===== config.mk =====
export PLATFORM = sky130hd
export DESIGN_NAME = tcc_top
export DESIGN_NICKNAME = d
export VERILOG_FILES = /design/src/include/tcc_pkg.sv /design/src/core/tcc_top.sv /design/src/core/tcc_sampler.sv
export SDC_FILE = /design/constraint.sdc
export NUM_CORES = 1
export LEC_CHECK = 0
export BUFFER_PORTS_ARGS = -buffer_cell sky130_fd_sc_hd__buf_2
export CORE_ASPECT_RATIO = 1.4
export CORE_UTILIZATION = 32
export CTS_CLUSTER_DIAMETER = 60
export DETAILED_ROUTE_END_ITERATION = 12
export RECOVER_POWER = 25
export SLEW_MARGIN = 0
export SYNTH_ARGS = -nofsm -noshare
export SYNTH_HDL_FRONTEND = slang
export SYNTH_HIERARCHICAL = 1
export SYNTH_SLANG_ARGS = --single-unit

===== constraint.sdc =====
create_clock -name clk_sys -period 1.9 [get_ports clk_sys]
set_input_delay 0.095 -clock clk_sys [delete_from_list [all_inputs] [get_ports clk_sys]]
set_output_delay 0.095 -clock clk_sys [all_outputs]
set_load 0.05 [all_outputs]

===== src/include/tcc_pkg.sv =====
// Shared constants and types of the triple comparator control block
package tcc_pkg;

	localparam int TCC_NUM = 3;
	localparam int TCC_ADDR_W = 5;

	// Register byte offsets on the Avalon-MM slave
	localparam logic [4:0] TCC_OFS_CTRL0 = 5'h00;
	localparam logic [4:0] TCC_OFS_CTRL1 = 5'h04;
	localparam logic [4:0] TCC_OFS_CTRL2 = 5'h08;
	localparam logic [4:0] TCC_OFS_STAT = 5'h0c;
	localparam logic [4:0] TCC_OFS_MASK = 5'h10;

	// Reset values
	localparam logic [7:0] TCC_CTRL_RST = 8'h00;
	localparam logic [7:0] TCC_STAT_RST = 8'h00;
	localparam logic [7:0] TCC_MASK_RST = 8'h00;

	// Control register field positions
	localparam int TCC_CTRL_ON = 7;
	localparam int TCC_CTRL_IRQ_ON = 6;
	localparam int TCC_CTRL_CAP = 3;

	// Status register field positions
	localparam int TCC_STAT_HALVING = 7;
	localparam int TCC_STAT_FLAG0 = 4;
	localparam int TCC_STAT_OUT0 = 0;

	// Comparator clock divide ratio when halving is on
	localparam int TCC_CLK_DIV = 2;

	typedef enum logic [1:0] {
		TCC_SENSE_TOGGLE = 2'b00,
		TCC_SENSE_RSVD = 2'b01,
		TCC_SENSE_FALL = 2'b10,
		TCC_SENSE_RISE = 2'b11
	} tcc_sense_e;

	typedef enum logic [2:0] {
		TCC_NEG_REF_6P40 = 3'b000,
		TCC_NEG_REF_3P20 = 3'b001,
		TCC_NEG_REF_2P13 = 3'b010,
		TCC_NEG_REF_1P60 = 3'b011,
		TCC_NEG_PIN = 3'b100,
		TCC_NEG_DAC = 3'b101,
		TCC_NEG_RSVD6 = 3'b110,
		TCC_NEG_RSVD7 = 3'b111
	} tcc_negsel_e;

	typedef struct packed {
		logic on;
		logic irq_on;
		tcc_sense_e sense;
		logic cap;
		tcc_negsel_e neg_sel;
	} tcc_ctrl_s;

	typedef struct packed {
		logic on;
		tcc_negsel_e neg_sel;
		logic [1:0] ref_sel;
	} tcc_ana_s;

endpackage


===== src/core/tcc_top.sv =====
// Triple comparator control: registers, sampling, flags, capture route
//
// How it works
// - Output bit high when positive input exceeds selected negative input.
// - New sample each comparator clock, I/O clock or half of it.
// - Each comparator has its own dedicated interrupt request line.
// - Sense 00 toggle, 10 falling, 11 rising, 01 reserved.
// - Control bit 7 enables the comparator; zero disables it.
// - Interrupt request forwarded only while control bit 6 is one.
// - Three-bit negative select: four reference fractions, pin, DAC.
// - Four reference levels derive from converter reference select bits.
// - Capture route bit 3 sends comparator 1 to timer capture.
// - Timer edge select one picks rising, zero picks falling edge.
// - Route bit zero disconnects comparator 1 from timer capture.
// - Each interrupt flag is offered as a conversion trigger.
// - Flag set by event; cleared on vector ack while control bit 6 is one, or written one.
// - Halving bit one halves comparator clock; zero keeps full rate.
// - Each sampled output readable as a status bit.
`timescale 1ns/10ps
module tcc_top
	import tcc_pkg::*;
(
	// Clock and reset
	input wire logic clk_sys,
	input wire logic rst_b,
	// Avalon-MM slave
	input wire logic [TCC_ADDR_W-1:0] address,
	input wire logic read,
	input wire logic write,
	input wire logic [3:0] byteenable,
	input wire logic [31:0] writedata,
	output logic [31:0] readdata,
	output logic waitrequest,
	// Analog comparator cores
	input wire logic [TCC_NUM-1:0] cmp_raw,
	output tcc_ana_s [TCC_NUM-1:0] ana_ctl,
	// Converter reference select
	input wire logic [1:0] converter_ref_select,
	// Interrupts
	input wire logic [TCC_NUM-1:0] irq_ack,
	output logic [TCC_NUM-1:0] irq_req,
	output logic irq,
	// Conversion triggers
	output logic [TCC_NUM-1:0] conv_trigger,
	// Timer capture front end
	input wire logic timer_capture_edge_sel,
	output logic capture_level,
	output logic capture_event
);

	tcc_ctrl_s [TCC_NUM-1:0] ctrl_q;
	logic halving_q, phase_q, ack_q;
	logic [TCC_NUM-1:0] flag_q, flag_d, mask_q;
	logic [TCC_NUM-1:0] samp, ev, w1c, hw_clr;
	logic [1:0] ref_q;
	logic [31:0] readdata_q;
	logic cap_prev_q, cap_level_q, cap_event_q;
	logic sample_en, req, take, wr_go, rd_first;
	logic sel_c0, sel_c1, sel_c2, sel_st, sel_mk;
	logic [7:0] stat_rd, rd_mux, wr8;
	logic cap_rise, cap_fall;

	// Bus handshake: one wait cycle, taken on the second edge
	assign req = read | write;
	assign waitrequest = req & ~ack_q;
	assign take = req & ack_q;
	assign wr_go = write & take & byteenable[0];
	assign rd_first = read & ~ack_q;
	assign wr8 = writedata[7:0];

	assign sel_c0 = (address == TCC_OFS_CTRL0);
	assign sel_c1 = (address == TCC_OFS_CTRL1);
	assign sel_c2 = (address == TCC_OFS_CTRL2);
	assign sel_st = (address == TCC_OFS_STAT);
	assign sel_mk = (address == TCC_OFS_MASK);

	assign stat_rd = {halving_q, flag_q, 1'b0, samp};
	assign rd_mux = sel_c0 ? {ctrl_q[0][7:4], 1'b0, ctrl_q[0][2:0]} :
		sel_c1 ? ctrl_q[1] :
		sel_c2 ? {ctrl_q[2][7:4], 1'b0, ctrl_q[2][2:0]} :
		sel_st ? stat_rd :
		sel_mk ? {1'b0, mask_q, 4'h0} : 8'h00;

	always_ff @(posedge clk_sys) begin
		if (!rst_b) begin
			ack_q <= 1'b0;
			readdata_q <= 32'h0000_0000;
		end else begin
			ack_q <= req & ~ack_q;
			if (rd_first) begin
				readdata_q <= {24'h00_0000, rd_mux};
			end
		end
	end
	assign readdata = readdata_q;

	// Control registers
	always_ff @(posedge clk_sys) begin
		if (!rst_b) begin
			ctrl_q <= {TCC_NUM{TCC_CTRL_RST}};
			halving_q <= TCC_STAT_RST[TCC_STAT_HALVING];
			mask_q <= TCC_MASK_RST[6:4];
		end else if (wr_go) begin
			if (sel_c0) begin
				ctrl_q[0] <= {wr8[7:4], 1'b0, wr8[2:0]};
			end
			if (sel_c1) begin
				ctrl_q[1] <= wr8;
			end
			if (sel_c2) begin
				ctrl_q[2] <= {wr8[7:4], 1'b0, wr8[2:0]};
			end
			if (sel_st) begin
				halving_q <= wr8[TCC_STAT_HALVING];
			end
			if (sel_mk) begin
				mask_q <= wr8[6:4];
			end
		end
	end

	// Comparator clock as enable pulse
	always_ff @(posedge clk_sys) begin
		if (!rst_b) begin
			phase_q <= 1'b0;
		end else begin
			phase_q <= ~phase_q;
		end
	end
	assign sample_en = ~halving_q | phase_q;

	// Reference source to the ladder follows the converter select
	always_ff @(posedge clk_sys) begin
		if (!rst_b) begin
			ref_q <= 2'b00;
		end else begin
			ref_q <= converter_ref_select;
		end
	end

	genvar gi;
	generate
		for (gi = 0; gi < TCC_NUM; gi++) begin : g_cmp
			tcc_sampler u_smp (
				.clk_sys(clk_sys),
				.rst_b(rst_b),
				.sample_en(sample_en),
				.on(ctrl_q[gi].on),
				.sense(ctrl_q[gi].sense),
				.raw_in(cmp_raw[gi]),
				.sample_q(samp[gi]),
				.event_q(ev[gi])
			);
			assign ana_ctl[gi].on = ctrl_q[gi].on;
			assign ana_ctl[gi].neg_sel = ctrl_q[gi].neg_sel;
			assign ana_ctl[gi].ref_sel = ref_q;
			assign w1c[gi] = wr_go & sel_st & wr8[TCC_STAT_FLAG0 + gi];
			assign hw_clr[gi] = irq_ack[gi] & ctrl_q[gi].irq_on;
			// Set wins over either clear
			assign flag_d[gi] = ev[gi] | (flag_q[gi] & ~(w1c[gi] | hw_clr[gi]));
			assign irq_req[gi] = flag_q[gi] & ctrl_q[gi].irq_on;
		end
	endgenerate

	always_ff @(posedge clk_sys) begin
		if (!rst_b) begin
			flag_q <= TCC_STAT_RST[6:4];
		end else begin
			flag_q <= flag_d;
		end
	end

	assign irq = |(irq_req & mask_q);
	assign conv_trigger = flag_q;

	// Comparator 1 path into timer capture
	assign cap_rise = samp[1] & ~cap_prev_q;
	assign cap_fall = ~samp[1] & cap_prev_q;

	always_ff @(posedge clk_sys) begin
		if (!rst_b) begin
			cap_prev_q <= 1'b0;
			cap_level_q <= 1'b0;
			cap_event_q <= 1'b0;
		end else begin
			cap_prev_q <= samp[1];
			cap_level_q <= ctrl_q[1].cap & samp[1];
			cap_event_q <= ctrl_q[1].cap &
				(timer_capture_edge_sel ? cap_rise : cap_fall);
		end
	end
	assign capture_level = cap_level_q;
	assign capture_event = cap_event_q;

	// Checks
	property p_wait_first;
		@(posedge clk_sys) disable iff (!rst_b)
		(req && !ack_q) |-> waitrequest ##1 (!req || !waitrequest);
	endproperty
	a_wait_first: assert property (p_wait_first) else $error("waitrequest timing wrong");

	property p_halve;
		@(posedge clk_sys) disable iff (!rst_b)
		(halving_q && sample_en) ##1 halving_q |-> !sample_en;
	endproperty
	a_halve: assert property (p_halve) else $error("halved clock pulses too often");

	property p_full_rate;
		@(posedge clk_sys) disable iff (!rst_b)
		!halving_q |-> sample_en;
	endproperty
	a_full_rate: assert property (p_full_rate) else $error("full rate sample missing");

	property p_flag_set;
		@(posedge clk_sys) disable iff (!rst_b)
		ev[0] |=> flag_q[0] && conv_trigger[0];
	endproperty
	a_flag_set: assert property (p_flag_set) else $error("event did not set flag");

	property p_w1c;
		@(posedge clk_sys) disable iff (!rst_b)
		(w1c[2] && !ev[2]) |=> !flag_q[2];
	endproperty
	a_w1c: assert property (p_w1c) else $error("written one did not clear flag");

	property p_irq_gate;
		@(posedge clk_sys) disable iff (!rst_b)
		(!ctrl_q[1].irq_on && !(flag_q[0] && ctrl_q[0].irq_on) &&
			!(flag_q[2] && ctrl_q[2].irq_on)) |-> !irq && !irq_req[1];
	endproperty
	a_irq_gate: assert property (p_irq_gate) else $error("request without enable");

	property p_off;
		@(posedge clk_sys) disable iff (!rst_b)
		!ctrl_q[0].on |=> !samp[0] && !ev[0];
	endproperty
	a_off: assert property (p_off) else $error("disabled comparator active");

	property p_rise_only;
		@(posedge clk_sys) disable iff (!rst_b)
		(ev[1] && ctrl_q[1].sense == TCC_SENSE_RISE) |-> samp[1] && !$past(samp[1]);
	endproperty
	a_rise_only: assert property (p_rise_only) else $error("rise event without rise");

	property p_cap_off;
		@(posedge clk_sys) disable iff (!rst_b)
		!ctrl_q[1].cap |=> !capture_level && !capture_event;
	endproperty
	a_cap_off: assert property (p_cap_off) else $error("capture path not cut");

	property p_cap_edge;
		@(posedge clk_sys) disable iff (!rst_b)
		(ctrl_q[1].cap && timer_capture_edge_sel && cap_rise) |=> capture_event;
	endproperty
	a_cap_edge: assert property (p_cap_edge) else $error("rising capture missed");

	property p_status_out;
		@(posedge clk_sys) disable iff (!rst_b)
		rd_first && sel_st |=> readdata[2:0] == $past(samp);
	endproperty
	a_status_out: assert property (p_status_out) else $error("status output bits wrong");

	c_toggle: cover property (@(posedge clk_sys) disable iff (!rst_b)
		ev[0] && ctrl_q[0].sense == TCC_SENSE_TOGGLE);
	c_halved_event: cover property (@(posedge clk_sys) disable iff (!rst_b)
		ev[0] && halving_q);
	c_capture: cover property (@(posedge clk_sys) disable iff (!rst_b) capture_event);
	c_irq: cover property (@(posedge clk_sys) disable iff (!rst_b) irq);

endmodule


===== src/core/tcc_sampler.sv =====
// One comparator: pin synchroniser, clocked sample and edge event
`timescale 1ns/10ps
module tcc_sampler
	import tcc_pkg::*;
(
	// Clock and reset
	input wire logic clk_sys,
	input wire logic rst_b,
	// Control
	input wire logic sample_en,
	input wire logic on,
	input wire tcc_sense_e sense,
	// Analog core result
	input wire logic raw_in,
	// Results
	output logic sample_q,
	output logic event_q
);

	logic s1_q, s2_q, s3_q, level_q, armed_q;
	logic new_val, rose, fell, hit;

	// Change accepted once second and third stages agree
	always_ff @(posedge clk_sys) begin
		if (!rst_b) begin
			s1_q <= 1'b0;
			s2_q <= 1'b0;
			s3_q <= 1'b0;
			level_q <= 1'b0;
		end else begin
			s1_q <= raw_in;
			s2_q <= s1_q;
			s3_q <= s2_q;
			if (s2_q == s3_q) begin
				level_q <= s3_q;
			end
		end
	end

	assign new_val = level_q;
	assign rose = new_val & ~sample_q;
	assign fell = ~new_val & sample_q;
	assign hit = (sense == TCC_SENSE_TOGGLE) ? (rose | fell) :
		(sense == TCC_SENSE_FALL) ? fell :
		(sense == TCC_SENSE_RISE) ? rose : 1'b0;

	// Sample on comparator clock, edge against previous sample
	always_ff @(posedge clk_sys) begin
		if (!rst_b) begin
			sample_q <= 1'b0;
			armed_q <= 1'b0;
			event_q <= 1'b0;
		end else if (!on) begin
			sample_q <= 1'b0;
			armed_q <= 1'b0;
			event_q <= 1'b0;
		end else if (sample_en) begin
			sample_q <= new_val;
			armed_q <= 1'b1;
			event_q <= armed_q & hit;
		end else begin
			event_q <= 1'b0;
		end
	end

endmodule


Word level (Yosys, flattened, before mapping)
Index checks and enable logic that the tools add are counted.
{ "classes": {"n_addsub": 0, "multipliers": 0, "n_div": 0, "order_cmp": 0, "n_eq_ne": 13, "shifts": 0, "muxes": 15, "bitwise": 56, "n_reduce_logical": 16} }
{ "op_table": {"columns": ["operator", "count"], "rows": [
  ["$mux 8", 4],
  ["$and 1x1->1", 31],
  ["$reduce_and 2->1", 8],
  ["$not 1->1", 13],
  ["$eq 2x2->1 const B", 6],
  ["$or 1x1->1", 11],
  ["$eq 5x4->1 const B", 2],
  ["$mux 1", 10],
  ["$reduce_and 3->1", 3],
  ["$mux 7", 1],
  ["$logic_not 2->1", 3],
  ["$eq 5x3->1 const B", 1],
  ["$eq 5x5->1 const B", 1],
  ["$logic_not 5->1", 1],
  ["$and 3x3->3", 1],
  ["$eq 1x1->1", 3],
  ["$reduce_or 3->1", 1]
]} }
{ "word_totals": {"register_bits": 65, "latch_bits": 0, "ramBits": 0, "mem_bits_ro": 0, "in_bits": 54, "out_inout_bits": 60, "word_cells": 144, "memories": 0} }

Logic depth before layout (Yosys ltp)
Gate-level depths: netlist of the first run.
{ "depth": {"ltp_word": 10, "mapped_depth": 6, "mapped_depth_nobuf": 4} }

Hierarchy
Netlist of the first run, hierarchy kept.
{ "modules_own_cells": {"columns": ["mod", "instances", "cells_each", "area_each_um2", "seq_area_each_um2"], "rows": [
  ["tcc_top", 1, 263, 2262.2, 880.8],
  ["tcc_sampler", 3, 26, 271.5, 140.1]
]} }

Worst setup path before layout of the first run
Ideal clock, no wire load.
{ "synth_timing": {"path_kind": "flip-flop to output port", "startpoint": "register flag_q[0], in the netlist conv_trigger[0]", "endpoint": "output port irq", "arrival_ns": 1.672, "t_required_ns": 1.805, "slack_ns": 0.133, "path_stages_with_launch": 4, "path_buffers": 0, "cell_sequence": "dfxtp_1 -> and2_1 -> nand2_1 -> nand3_1"} }
{ "synth_between": {"elab_chain_len": 3} }
{ "synth_lines": {"columns": ["item", "line_no", "source"], "rows": [
  ["from (decl)", "tcc_top.sv:53", "logic [TCC_NUM-1:0] flag_q, flag_d, mask_q;"],
  ["from (signal assigned)", "tcc_top.sv:167", "flag_q <= TCC_STAT_RST[6:4];"],
  ["from (signal assigned)", "tcc_top.sv:169", "flag_q <= flag_d;"],
  ["$and 1x1->1", "tcc_top.sv:161", "assign irq_req[gi] = flag_q[gi] & ctrl_q[gi].irq_on;"],
  ["via irq_req[0]", "tcc_top.sv:41", "output logic [TCC_NUM-1:0] irq_req,"],
  ["$and 3x3->3", "tcc_top.sv:173", "assign irq = |(irq_req & mask_q);"],
  ["$reduce_or 3->1", "tcc_top.sv:173", null],
  ["to (decl)", "tcc_top.sv:42", "output logic irq,"]
]} }
The timed path passes the listed nets, and every way through them passes these cells.

Worst setup path after layout of the first run
{ "layout_timing": {"startpoint": "register ack_q", "endpoint": "register mask_q[2]"} }
{ "layout_between": {"elab_chain_len": 4} }
{ "layout_lines": {"columns": ["item", "line_no", "source"], "rows": [
  ["from (decl)", "tcc_top.sv:52", "logic halving_q, phase_q, ack_q;"],
  ["from (signal assigned)", "tcc_top.sv:89", "ack_q <= req & ~ack_q;"],
  ["$and 1x1->1", "tcc_top.sv:66", "assign take = req & ack_q;"],
  ["$and 1x1->1 (2 in series)", "tcc_top.sv:67", "assign wr_go = write & take & byteenable[0];"],
  ["$reduce_and 2->1 (no source line)", null, null],
  ["to (signal assigned)", "tcc_top.sv:102", "mask_q <= TCC_MASK_RST[6:4];"],
  ["to (signal assigned)", "tcc_top.sv:117", "mask_q <= wr8[6:4];"],
  ["to (decl)", "tcc_top.sv:53", null]
]} }
No other way between the ends.
A chain may end at the register's enable or synchronous reset.

==> results of run 1 <==
layout by cell type, fill, tap and decap left out, drive strengths merged, types with 4 or more instances in the layout:
master       synthesis  routed
nor2                21      21
buf                 51      67
mux2i               11      11
inv                  6       6
and2                16      16
nand2b               6       6
a21boi               4       4
conb                 1      24
a21oi               10      10
nor2b                6       6
o21ai               29      29
nand2               36      36
ha                   6       6
dfxtp               65      65
nand3               28      28
clkbuf               2      16
dlygate4sd3          0       6
cell families after synthesis:
group | synth area share [%]
AO/OA/AOI/OAI | 15.9
adder cells (fa/ha/maj) | 2.44
buffers and inverters | 13.1
flip-flops | 42.3
multiplexers | 4.68
other | 0.122
AND/OR/NAND/NOR | 21.4
routing by layer:
metal	track usage (%)	routed length, µm	vias up
met4	6.25	132	0
met5	0	0	-
met2	26.8	3600	76
met1	16.5	2890	1157
li1	-	-	1236
met3	4.42	371	12
state kept, by name (all words and copies together) (netlist names):
register,cells
g_cmp.u_smp/s3_q,3
ana_ctl,12
g_cmp.u_smp/sample_q,3
mask_q,3
g_cmp.u_smp/event_q,3
readdata,8
g_cmp.u_smp/s2_q,3
cap_prev_q,1
conv_trigger,3
ctrl_q,10
g_cmp.u_smp/armed_q,3
ack_q,1
capture_level,1
capture_event,1
g_cmp.u_smp/level_q,3
halving_q,1
ref_q,2
g_cmp.u_smp/s1_q,3
phase_q,1
where the power goes:
part | internal, mW | switching (mW)
logic | 0.0737 | 0.245
registers | 1.38 | 0.00983
clock network | 1.32 | 0.624
total | 2.78 | 0.879
cells in the mapped netlist, drive strengths merged (2+ instances only):
cell type and instances:
dfxtp 65, buf 51, nand2 36, o21ai 29, nand3 28, nor2 21, and2 16, mux2i 11
a21oi 10, ha 6, inv 6, nand2b 6, nor2b 6, a21boi 4, a2111oi 3, a21o 3
a22oi 3, and3 3, o21a 3, o21ba 3, o22a 3, o31ai 3, or3 3, a32oi 2
clkbuf 2, nand4 2, o22ai 2
per-stage QoR:
step | std cells | cell area [µm²] | hold WS [ps] | utilization [%]
6_report | 516 | 3720 | 17.0 | 39.5
3_5_place_dp | 494 | 3310 | 303 | 35.2
3_3_place_gp | 494 | 3310 | 300 | 35.2
5_1_grt | 516 | 3720 | 33.3 | 39.5
2_1_floorplan | 364 | 3160 | 217 | -
4_1_cts | 516 | 3730 | 7.20 | 39.6
final cells by class:
cell class | count | area, µm² | area share [%]
multi-input cells | 240 | 1460 | 39.2
flip-flops and latches | 65 | 1300 | 35.0
repair buffers | 79 | 443 | 11.9
clock buffers | 10 | 239 | 6.43
well taps | 110 | 138 | 3.70
clock inverters | 6 | 115 | 3.10
inverters | 6 | 22.5 | 0.606
worst min path at each step:
stage                       startpoint                  end  slack, ps  cells after the start
final                     writedata[7]            halving_q         20                      3
after global routing      writedata[7]            halving_q         30                      3
after CTS                 writedata[7]            halving_q          7                      3
after detailed placement    cmp_raw[0]  g_cmp[0].u_smp/s1_q        300                      2
after global placement      cmp_raw[1]  g_cmp[1].u_smp/s1_q        300                      2
after floorplan                  rst_b  g_cmp[0].u_smp/s1_q        220                      1
worst register-to-register path, delay by kind of cell, from the launching register on:
| kind | cells | cell delay [ps] |
|---|---|---|
| multiplexers | 1 | 160 |
| AND/OR/NAND/NOR | 3 | 740 |
| flip-flops | 1 | 400 |
timing repair:
item,CTS,global route
buffers inserted,0,0
hold endpoints to repair,6,0
hold buffers,6,0
==> summary by stage, run 1 <==
Outcome
The run finished, with violations left. The final reports fail on design-rule violations.

Global route
Entering global routing, the biggest net connects 30 pins. After global routing the overflow that remains totals 0. The global-route wire length before repair is 11600 µm.

The via count of the first global-routing pass is roughly 2400. In the global route stage, overall resource usage came out at 15.1%. The initial antenna violation count was 0.

Synth
The synthesized design contains 0 enable-type register cells. After synthesis the cells add up to 0.00308 mm². Counting every instance in the synthesized netlist gives 341. The per-instance average area after synthesis is 9.02 µm². The number of distinct standard cells referenced by the synthesized netlist is 43. By area the synthesized netlist is led by sky130_fd_sc_hd__dfxtp_1, sky130_fd_sc_hd__buf_4, sky130_fd_sc_hd__nand2_1. The post-synthesis cell type with the largest combined area is sky130_fd_sc_hd__dfxtp_1. For this run, the register share of the synthesized area comes to 42.3%. Counting flops and latches in the post-synthesis netlist gives 65. The count of warnings emitted by yosys is 6. The proportion of netlist area held by the largest area contributor is 42.3%. The primary flip-flop cell chosen by synthesis mapping is sky130_fd_sc_hd__dfxtp_1.

Of all flip-flops after synthesis, the portion carrying an async set or reset was 0%.

STA
After layout, the worst path uses 74.4% of the clock period. Measured against its own limit, the worst slew margin works out to 60.0%. The hold violation total from the final report was 0.

The achievable clock frequency is about 0.7 GHz. After layout, the minimum clock period comes to about 1400 ps. At the pin with the least slew margin, the transition time is 603 ps. The final-report max-slew violation count is 0.

Setup repair after global routing left no endpoint under its margin. The final total negative setup slack is 0 ps. The total of endpoints with negative setup slack in the final report is 0. Across all setup checks in the final design, the least slack found is 486 ps. The clock arrives with approximately 10 ps of skew.

Detailed routing
The total iterations of the first detailed-routing run is 9. The first-iteration detailed-routing DRC count is 113. For this run, design rule violations remaining after detail routing come to 10. The detail-routed net length per standard cell is 13.6 µm. The final route contains between 2000 and 2500 vias. After detailed routing, the number of vias per cell comes to 4.81. In this run the remaining antenna-violating nets after routing total 0.

Wires add up to 7000 µm.

Setup path
The count of cell instances traversed by the critical path is 4. The critical path capture point is mask_q[2]. The total buffers and inverters traversed by the critical path is 0. The kind of start point of the critical path is a flip-flop.

The arrival time of the worst setup path is 1630 ps. Along the worst path, the maximum fanout reaches 6. The critical register-to-register path startpoint is ack_q.

The worst setup path is of the flip-flop to flip-flop kind. The longest individual stage delay on the worst path is around 400 ps. In this design, the largest share of critical-path delay is due to simple AND/OR/NAND/NOR gates. Measured in cells, the most critical reg-to-reg path has a length of 4. The category of the worst setup path capture point is a flip-flop.

At the worst endpoint, the required time is 2110 ps. The cell type of the slowest stage on the worst timing path is sky130_fd_sc_hd__dfxtp_1. The endpoint of the worst register-to-register path is mask_q[2]. The setup slack of the worst register-to-register path is 490 ps. Tracing the worst setup path back leads to its startpoint at ack_q.

Walking the worst path, the cells encountered are nand3_1 > nor4b_1 > nand2_1 > mux2i_1.

Clocking
CTS placed an instance of sky130_fd_sc_hd__clkbuf_16 at the clock tree root. The clock drives 65 sinks. The clock network latency to the later pin of the worst-skew pair is 330 ps. The number of buffers on the longest clock path is 2. TritonCTS built the clock tree.

Once the clock tree was built, the resizer swapped 0 gates to a different size. Clock-pin slew was measured on the worst setup and hold paths at 60 ps. The TritonCTS buffer count is 9.

The H-tree level count is 3.

Floorplanning
between 100 and 150 I/O pins were placed. The floorplan has 42 rows. The vertical die dimension is 118 µm. In this run the horizontal extent of the chip is ~85 µm. The core footprint is 0.00941 mm². For this configuration, the core starts out at a cell density of 32.7%. The overall die area is 0.0100 mm².

Final layout
The ratio of cells with drive above 1 in the final layout is 25.1%. The repair_antennas step left the layout with diodes totalling 0. Counting the fill cells in the layout gives just over 900. The number of nets in the layout is approximately 460.

The area added between synthesis and finish is 20.8%.

Power
In this run the power density over the cells is about 980 mW/mm². The sum of internal, switching and leakage power is 3.66 mW. The worst vdd rail ir drop is 0.423 mV.

In this run the static leakage power is 1.59 nW.

Placed design
The placer congestion estimate is 0.811. Detailed placement ended at an HPWL of between 5000 and 6000 µm. The count of buffers from port buffering is between 60 and 70.

Timing analysis after detailed placement gives a worst setup slack of 265 ps.

Run
Max-cap violations in this run came to 0.

Hold path
The worst hold-check path type is primary input to flip-flop.
Power figures use the tool's default switching activity.
==> inputs of run 2 (changes only) <==
- clock period: 1.9 -> 1.3 ns (I/O delays scaled with it)
==> run 2 against run 1 <==
Net effect: the run still ends with design-rule violations left; power rose by 43%; sequential power rose by 47%; final cell count rose by 3.9%; sequential share of layout area fell by 2.0 points; worst hold slack got worse by 4.8 ps; core utilization rose by 2.7 points; clock-buffer cell count rose by 1; largest cell class unchanged; combinational power rose by 64%; clock skew fell by 4.8 ps.
==> summary by stage, run 2 (synthesized netlist as in run 1, its figures left out) <==
Floorplanning
The core footprint came to 0.00941 mm² (unchanged). The overall die area is 0.0100 mm² (unchanged). The vertical die dimension is 118 µm (unchanged).

The initial core utilization was 32.7% (unchanged). The number of cell rows was 42 (unchanged). The number of placed I/O pins was 114 (unchanged). The width of the die is 84.9 µm (unchanged).

Power
The switching share of total power came to 24.4% (+0.41 points). The share of power burned in registers is 39.0% (+0.9 points). The cell internal power dissipation is 3.94 mW (+42%). The reported leakage power is 1.73 nW (+8.6%). The clock group share of total power is 51.0% (-2.2 points). The worst vdd rail ir drop came to 0.715 mV (+69%). The total power per unit cell area was 1320 mW/mm² (+34%). The net switching power figure is 1.28 mW (+45%). The share of power burned in combinational logic came to 10.0% (+1.3 points).

Global route
The overall routing resource usage is 15.9% (+0.82 points). The pin count of the biggest net entering global routing is 30 (unchanged). The initial antenna violation count was 0 (unchanged). The global-route track usage on met2 is 26.9% (+0.10 points). The global routing usage on met3 is 3.51% (-0.91 points). The layer flagged by global routing as most heavily used is met2. The global-route congestion overflow total is 0 (unchanged). The met1 track demand over resource is 17.9% (+1.5 points). The via count of the first global-routing pass came to 2412 (-0.99%). The global-route wire length before repair is 12000 µm (+3.5%).

Run
The max-cap check violation count is 0 (unchanged).

Setup path
The cell type of the slowest stage on the worst timing path is sky130_fd_sc_hd__dfxtp_2. The critical path is of the flip-flop to output pin type. The endpoint of the worst register-to-register path is ctrl_q[20]. The setup slack of the worst register-to-register path came to 50 ps (-440 ps). The critical register-to-register path startpoint is ack_q. The maximum fanout along the worst path is 4 (-2). The required time of the critical path came to 1240 ps (-870 ps). Walking the worst path, the cells encountered are and2_2 > nand2_1 > nand3_2 > buf_4. The arrival time of the worst setup path came to 1180 ps (-450 ps). STA classifies the critical path endpoint as an output pin.

The worst setup path is launched from a flip-flop. The total buffers and inverters traversed by the critical path is 1 (+1). The critical path starts at ctrl_q[22]. The critical path ends at irq. The worst reg-to-reg path cell count is 4 (unchanged).

The count of cell instances traversed by the critical path is 4 (unchanged). The longest individual stage delay on the worst path was 340 ps (-60 ps). Broken down by cell family, the worst path's largest delay share belongs to flip-flops.

STA
The setup skew after layout is 5.19 ps (-4.76 ps). The total of endpoints with negative setup slack in the final report is 0 (unchanged). After layout, the minimum clock period comes to 1250 ps. Setup repair after global routing left no endpoint under its margin. The hold violation total from the final report is 0 (unchanged).

The final-report max-slew violation count is 0 (unchanged). After layout, the worst path uses 96.1% of the clock period. The worst hold slack across all endpoints is 12.2 ps (-4.76 ps).

The achievable clock frequency is around 0.80 GHz.

Detailed routing
The total wirelength of the detailed-routed design is 7600 µm (+8.6%). The average via count per standard cell is 4.83 (+0.38%). The vias after detailed routing is 2587 (+4.3%).

The number of DRC violations after detailed routing is 10 (unchanged). The first-iteration detailed-routing DRC count is 198 (+75%). The total iterations of the first detailed-routing run was 12 (+3). The detail-routed net length per standard cell is 14.2 µm (+4.6%). The number of nets still failing antenna checks after routing is 0 (unchanged).

Final layout
The ratio of cells with drive above 1 in the final layout is 34.3% (+9.1 points). The flip-flop count of the largest register after layout is 12 (unchanged). The design area is 0.00397 mm² (+6.7%). The number of nets in the layout is 481 (+4.3%). The number of cells in the finished layout apart from fillers was 536 (+3.9%). The library cells used most frequently in the layout, excluding fill and tap cells, are sky130_fd_sc_hd__buf_2, sky130_fd_sc_hd__dfxtp_1, sky130_fd_sc_hd__nand2_1, sky130_fd_sc_hd__buf_4, sky130_fd_sc_hd__conb_1. The area added between synthesis and finish is 28.9%.

The leading cell type in the layout, fill and taps excluded is sky130_fd_sc_hd__buf_2. The final standard cell utilization of the core is 42.2% (+2.7 points). The number of diodes added for antenna fixing came to 0 (unchanged).

Placed design
The total placed cells including tap cells is 512 (+3.6%). The count of buffers from port buffering came to 62 (unchanged). The instance area at placement is 0.00348 mm² (+5.2%). The half-perimeter wire length of the detailed placement result was 5440 µm (+5.0%). The placer congestion estimate was 0.829 (+2.3%).

Clocking
The clock transition at the register clock pins on the worst setup and hold paths after CTS is 60 ps (about the same). The TritonCTS buffer count is 9 (unchanged). The number of buffers on the longest clock path is 2 (unchanged).

TritonCTS built the clock tree. The H-tree level count is 3 (unchanged). The post-CTS setup buffer count is 0 (unchanged).

The number of sinks on the clock net was 65 (unchanged). The clock tree root driver cell is sky130_fd_sc_hd__clkbuf_16. The clock network latency to the later pin of the worst-skew pair is 340 ps (about the same).

Hold path
The worst hold-check path type is primary input to flip-flop. The startpoint identified for the worst hold timing path is writedata[1].

Outcome
The checks that failed: design-rule violations. The flow ran to the end, but the final reports show violations.
-- run 2: layout make-up --
cell class | count | area [µm²]
timing repair buffer | 97 | 614
inverter | 6 | 22.5
tap | 110 | 138
sequential | 65 | 1310
clock inverter | 5 | 77.6
clock buffer | 11 | 253
multi-input combinational | 242 | 1550
fill | 937 | 5440
-- run 2: layer usage --
| metal | up-vias | routed length (µm) |
|---|---|---|
| li1 | 1284 | - |
| met1 | 1204 | 3160 |
| met2 | 82 | 3880 |
| met3 | 17 | 335 |
| met4 | 0 | 232 |
| met5 | - | 0 |
-- run 2: worst register-to-register path, cell delays in order (launching register included) --
cell                      delay (ps)
sky130_fd_sc_hd__dfxtp_2         360
sky130_fd_sc_hd__nand3_4         120
sky130_fd_sc_hd__or3_4           470
sky130_fd_sc_hd__nand3_1         100
sky130_fd_sc_hd__o21ai_0          80
-- run 2: worst min-delay path by stage --
stage,endpoint,slack (ps),depth (start not counted)
2_1_floorplan,g_cmp[0].u_smp/s1_q,190,1
3_3_place_gp,g_cmp[1].u_smp/s1_q,270,2
3_5_place_dp,g_cmp[0].u_smp/s1_q,280,2
4_1_cts,halving_q,4,3
5_1_grt,halving_q,20,3
6_report,ana_ctl[3],10,3
-- run 2: repair_timing --
item,4_1_cts,5_1_grt
endpoints found under the setup margin,10,29
pin swaps,5,3
gates resized for setup,6,15
hold endpoints to repair,6,0
cloned,0,2
hold buffers,6,0
-- run 2: power by group through the flow --
stage | clock (mW) | sequential (mW) | combinational [mW]
3_3_place_gp | 0 | 2.08 | 0.489
6_report | 2.66 | 2.04 | 0.523
5_1_grt | 2.79 | 2.04 | 0.555
2_1_floorplan | 0 | 2.11 | 0.381
3_5_place_dp | 0 | 2.08 | 0.491
4_1_cts | 2.71 | 2.03 | 0.507
-- run 2: metrics by stage --
| step | power [mW] | setup WS [ps] | TNS, ps |
|---|---|---|---|
| after floorplan | 2.49 | -90.6 | -341 |
| after global placement | 2.56 | -200 | -2720 |
| after detailed placement | 2.57 | -210 | -2910 |
| after CTS | 5.25 | -0.716 | -0.716 |
| after global routing | 5.39 | 0.00400 | 0 |
| final | 5.22 | 51.3 | 0 |
==> inputs of run 3 (changes only) <==
- SETUP_SLACK_MARGIN: unset -> 0.5
==> run 3 against run 2 <==
Net effect: the run still ends with design-rule violations left; highest routed layer unchanged; core utilization rose by 9.3 points; clock power fell by 3%; largest power group unchanged; worst hold slack got worse by 2.9 ps; combinational power rose by 14%; final cell count rose by 3.9%; fmax rose by 2.4%; design area rose by 22%.
==> summary by stage, run 3 (synthesized netlist as in run 1, its figures left out) <==
Outcome
The run finished, with violations left. The checks that failed: design-rule violations.

Power
The net switching power figure was 1.27 mW (-0.56%). The clock group share of total power is 49.8% (-1.2 points). The sum of internal, switching and leakage power came to 5.20 mW (-0.40%).

The share of power burned in combinational logic is 11.5% (+1.5 points). The worst vdd rail ir drop was 0.676 mV (-5.4%). The cell internal power dissipation came to 3.93 mW (-0.35%). The total power per unit cell area was 1070 mW/mm² (-18%). The switching share of total power was 24.4% (-0.038 points). The reported leakage power is 2.03 nW (+17%).

The share of power burned in registers was 38.7% (-0.3 points).

Clocking
The clock tree root driver cell is sky130_fd_sc_hd__clkbuf_16. The number of sinks on the clock net is 65 (unchanged). The TritonCTS clock tree is done.

The H-tree level count is 3 (unchanged). The number of buffers on the longest clock path is 2 (unchanged). The clock transition at the register clock pins on the worst setup and hold paths after CTS is 50 ps (about the same). The TritonCTS buffer count is 9 (unchanged). The clock network latency to the later pin of the worst-skew pair is 330 ps (about the same).

STA
The achievable clock frequency was 0.820 GHz (+2.4%). The shortest clock period the worst path allows after layout came to 1220 ps (-29.7 ps). The normalized max-slew margin is 61.4%. Setup repair after global routing could not meet its margin everywhere.

The total of endpoints with negative setup slack in the final report is 0 (unchanged). The actual transition at the worst max-transition pin is around 570 ps. The hold violation total from the final report is 0 (unchanged). The final-report max-slew violation count is 0 (unchanged). The setup skew after layout was 9.06 ps (+3.87 ps). The worst hold slack across all endpoints came to 9.28 ps (-2.95 ps). The part of the cycle the worst path needs was 93.8% (-2.3 points).

Setup path
The worst setup path is launched from a flip-flop. The category of the worst setup path capture point is a flip-flop. The arrival time of the worst setup path is 1440 ps (+260 ps). The maximum fanout along the worst path was 5 (+1).

The required time of the critical path came to 1520 ps (+280 ps). The path type of the worst setup path is flip-flop to flip-flop.

Detailed routing
The vias after detailed routing is 2743 (+6.0%). The number of DRC violations after detailed routing is 5 (-5). The total iterations of the first detailed-routing run came to 10 (-2).

The number of nets still failing antenna checks after routing is 0 (unchanged). The detail-routed net length per standard cell is 15.2 µm (+7.2%). The average via count per standard cell is 4.92 (+2.0%). The first-iteration detailed-routing DRC count is 114 (-42%). The total wirelength of the detailed-routed design is 8470 µm (+11%).

Global route
The via count of the first global-routing pass is 2676 (+11%). The global-route congestion overflow total is 0 (unchanged). The overall routing resource usage was 17.8% (+1.9 points). The global-route wire length before repair is 13400 µm (+12%). The initial antenna violation count came to 0 (unchanged). The pin count of the biggest net entering global routing is 26 (-13%).

Floorplanning
The initial core utilization is 32.7% (unchanged). The width of the die is 84.9 µm (unchanged). The core footprint is 0.00941 mm² (unchanged). The number of placed I/O pins was 114 (unchanged). The vertical die dimension is 118 µm (unchanged). The number of cell rows is 42 (unchanged). The overall die area is 0.0100 mm² (unchanged).

Hold path
The tightest min-delay check is of the primary input to flip-flop type.

Final layout
The ratio of cells with drive above 1 in the final layout is 55.0% (+21 points). The sequential cell area in the final layout was 0.00139 mm² (+6.2%). The library cells used most frequently in the layout, excluding fill and tap cells, are sky130_fd_sc_hd__buf_4, sky130_fd_sc_hd__nand2_1, sky130_fd_sc_hd__buf_8, sky130_fd_sc_hd__dfxtp_1, sky130_fd_sc_hd__nand3_2. The area added between synthesis and finish is 57.5%. The number of diodes added for antenna fixing came to 0 (unchanged).

The number of nets in the layout is 503 (+4.6%). The flip-flop count of the largest register after layout is 12 (unchanged). The total area of multi-input combinational cells came to 0.00183 mm² (+18%). The final-layout fill cell count was 821 (-12%).

The leading cell type in the layout, fill and taps excluded is sky130_fd_sc_hd__buf_4.

Placed design
The half-perimeter wire length of the detailed placement result is 5460 µm (+0.29%). The count of buffers from port buffering was 62 (unchanged). The placer congestion estimate is 0.856 (+3.3%).

Run
The max-cap check violation count is 0 (unchanged).
[run 3: cell types whose count changed in the layout (fill, tap and decap cells not counted), sizes merged]
cell | previous run | this run
clkinvlp | 1 | 0
clkbuf | 12 | 19
bufinv | 2 | 1
dlymetal6s2s | 0 | 4
clkinv | 2 | 0
buf | 90 | 104
[run 3: area by class of cell]
class | instances | share of cell area (%)
timing repair buffer | 119 | 23.4
inverter | 6 | 0.465
sequential | 65 | 28.7
multi-input combinational | 242 | 37.8
clock inverter | 1 | 0.620
clock buffer | 14 | 6.10
tap | 110 | 2.84
[run 3: through the flow]
step	utilization (%)	setup slack, ps	instances	instance area (µm²)	TNS [ps]
4_1_cts	49.5	99.1	550	4650	0
3_3_place_gp	37.4	-213	506	3520	-2540
6_report	51.5	81.0	557	4840	0
5_1_grt	51.5	52.8	557	4840	0
2_1_floorplan	-	-90.6	364	3300	-354
3_5_place_dp	37.4	-233	506	3520	-2610
[run 3: worst max-delay path, cell delays in order, from the launching register on]
cell and delay (ps):
sky130_fd_sc_hd__dfxtp_4 370, sky130_fd_sc_hd__and4_4 260, sky130_fd_sc_hd__and3_4 240, sky130_fd_sc_hd__a21oi_2 70
sky130_fd_sc_hd__o21a_1 160
[run 3: final timing paths]
check | start | to | slack [ps] | cells past startpoint
worst min register to register | phase_q | phase_q | 400 | 1
worst max register to register | ack_q | conv_trigger[2] | 80 | 4
worst min-delay path | writedata[7] | halving_q | 9 | 3
worst max-delay path | ack_q | conv_trigger[2] | 80 | 4
[run 3: what timing repair did]
action | 4_1_cts | 5_1_grt
endpoints found under the hold margin | 6 | 0
resized for setup | 178 | 55
endpoints found under the setup margin | 80 | 86
setup buffers | 20 | 7
pin swaps | 23 | 18
gates cloned | 3 | 0
hold buffers | 6 | 0
[run 3: power by group through the flow]
stage | clock network, mW | logic [mW] | registers (mW)
global placement | 0 | 0.494 | 2.07
finish | 2.59 | 0.595 | 2.01
global route | 2.72 | 0.628 | 2.02
detailed placement | 0 | 0.497 | 2.07
CTS | 2.63 | 0.575 | 2.03
floorplan | 0 | 0.395 | 2.11
[run 3: metal layers]
| metal | GRT usage [%] | vias to the layer above | routed length (µm) | share of wire [%] |
|---|---|---|---|---|
| met3 | 4.00 | 29 | 335 | 4.0 |
| met4 | 11.7 | 0 | 395 | 4.7 |
| met2 | 30.9 | 94 | 4520 | 53 |
| met1 | 19.0 | 1297 | 3220 | 38 |
| met5 | 0 | - | 0 | 0 |
| li1 | - | 1323 | - | - |
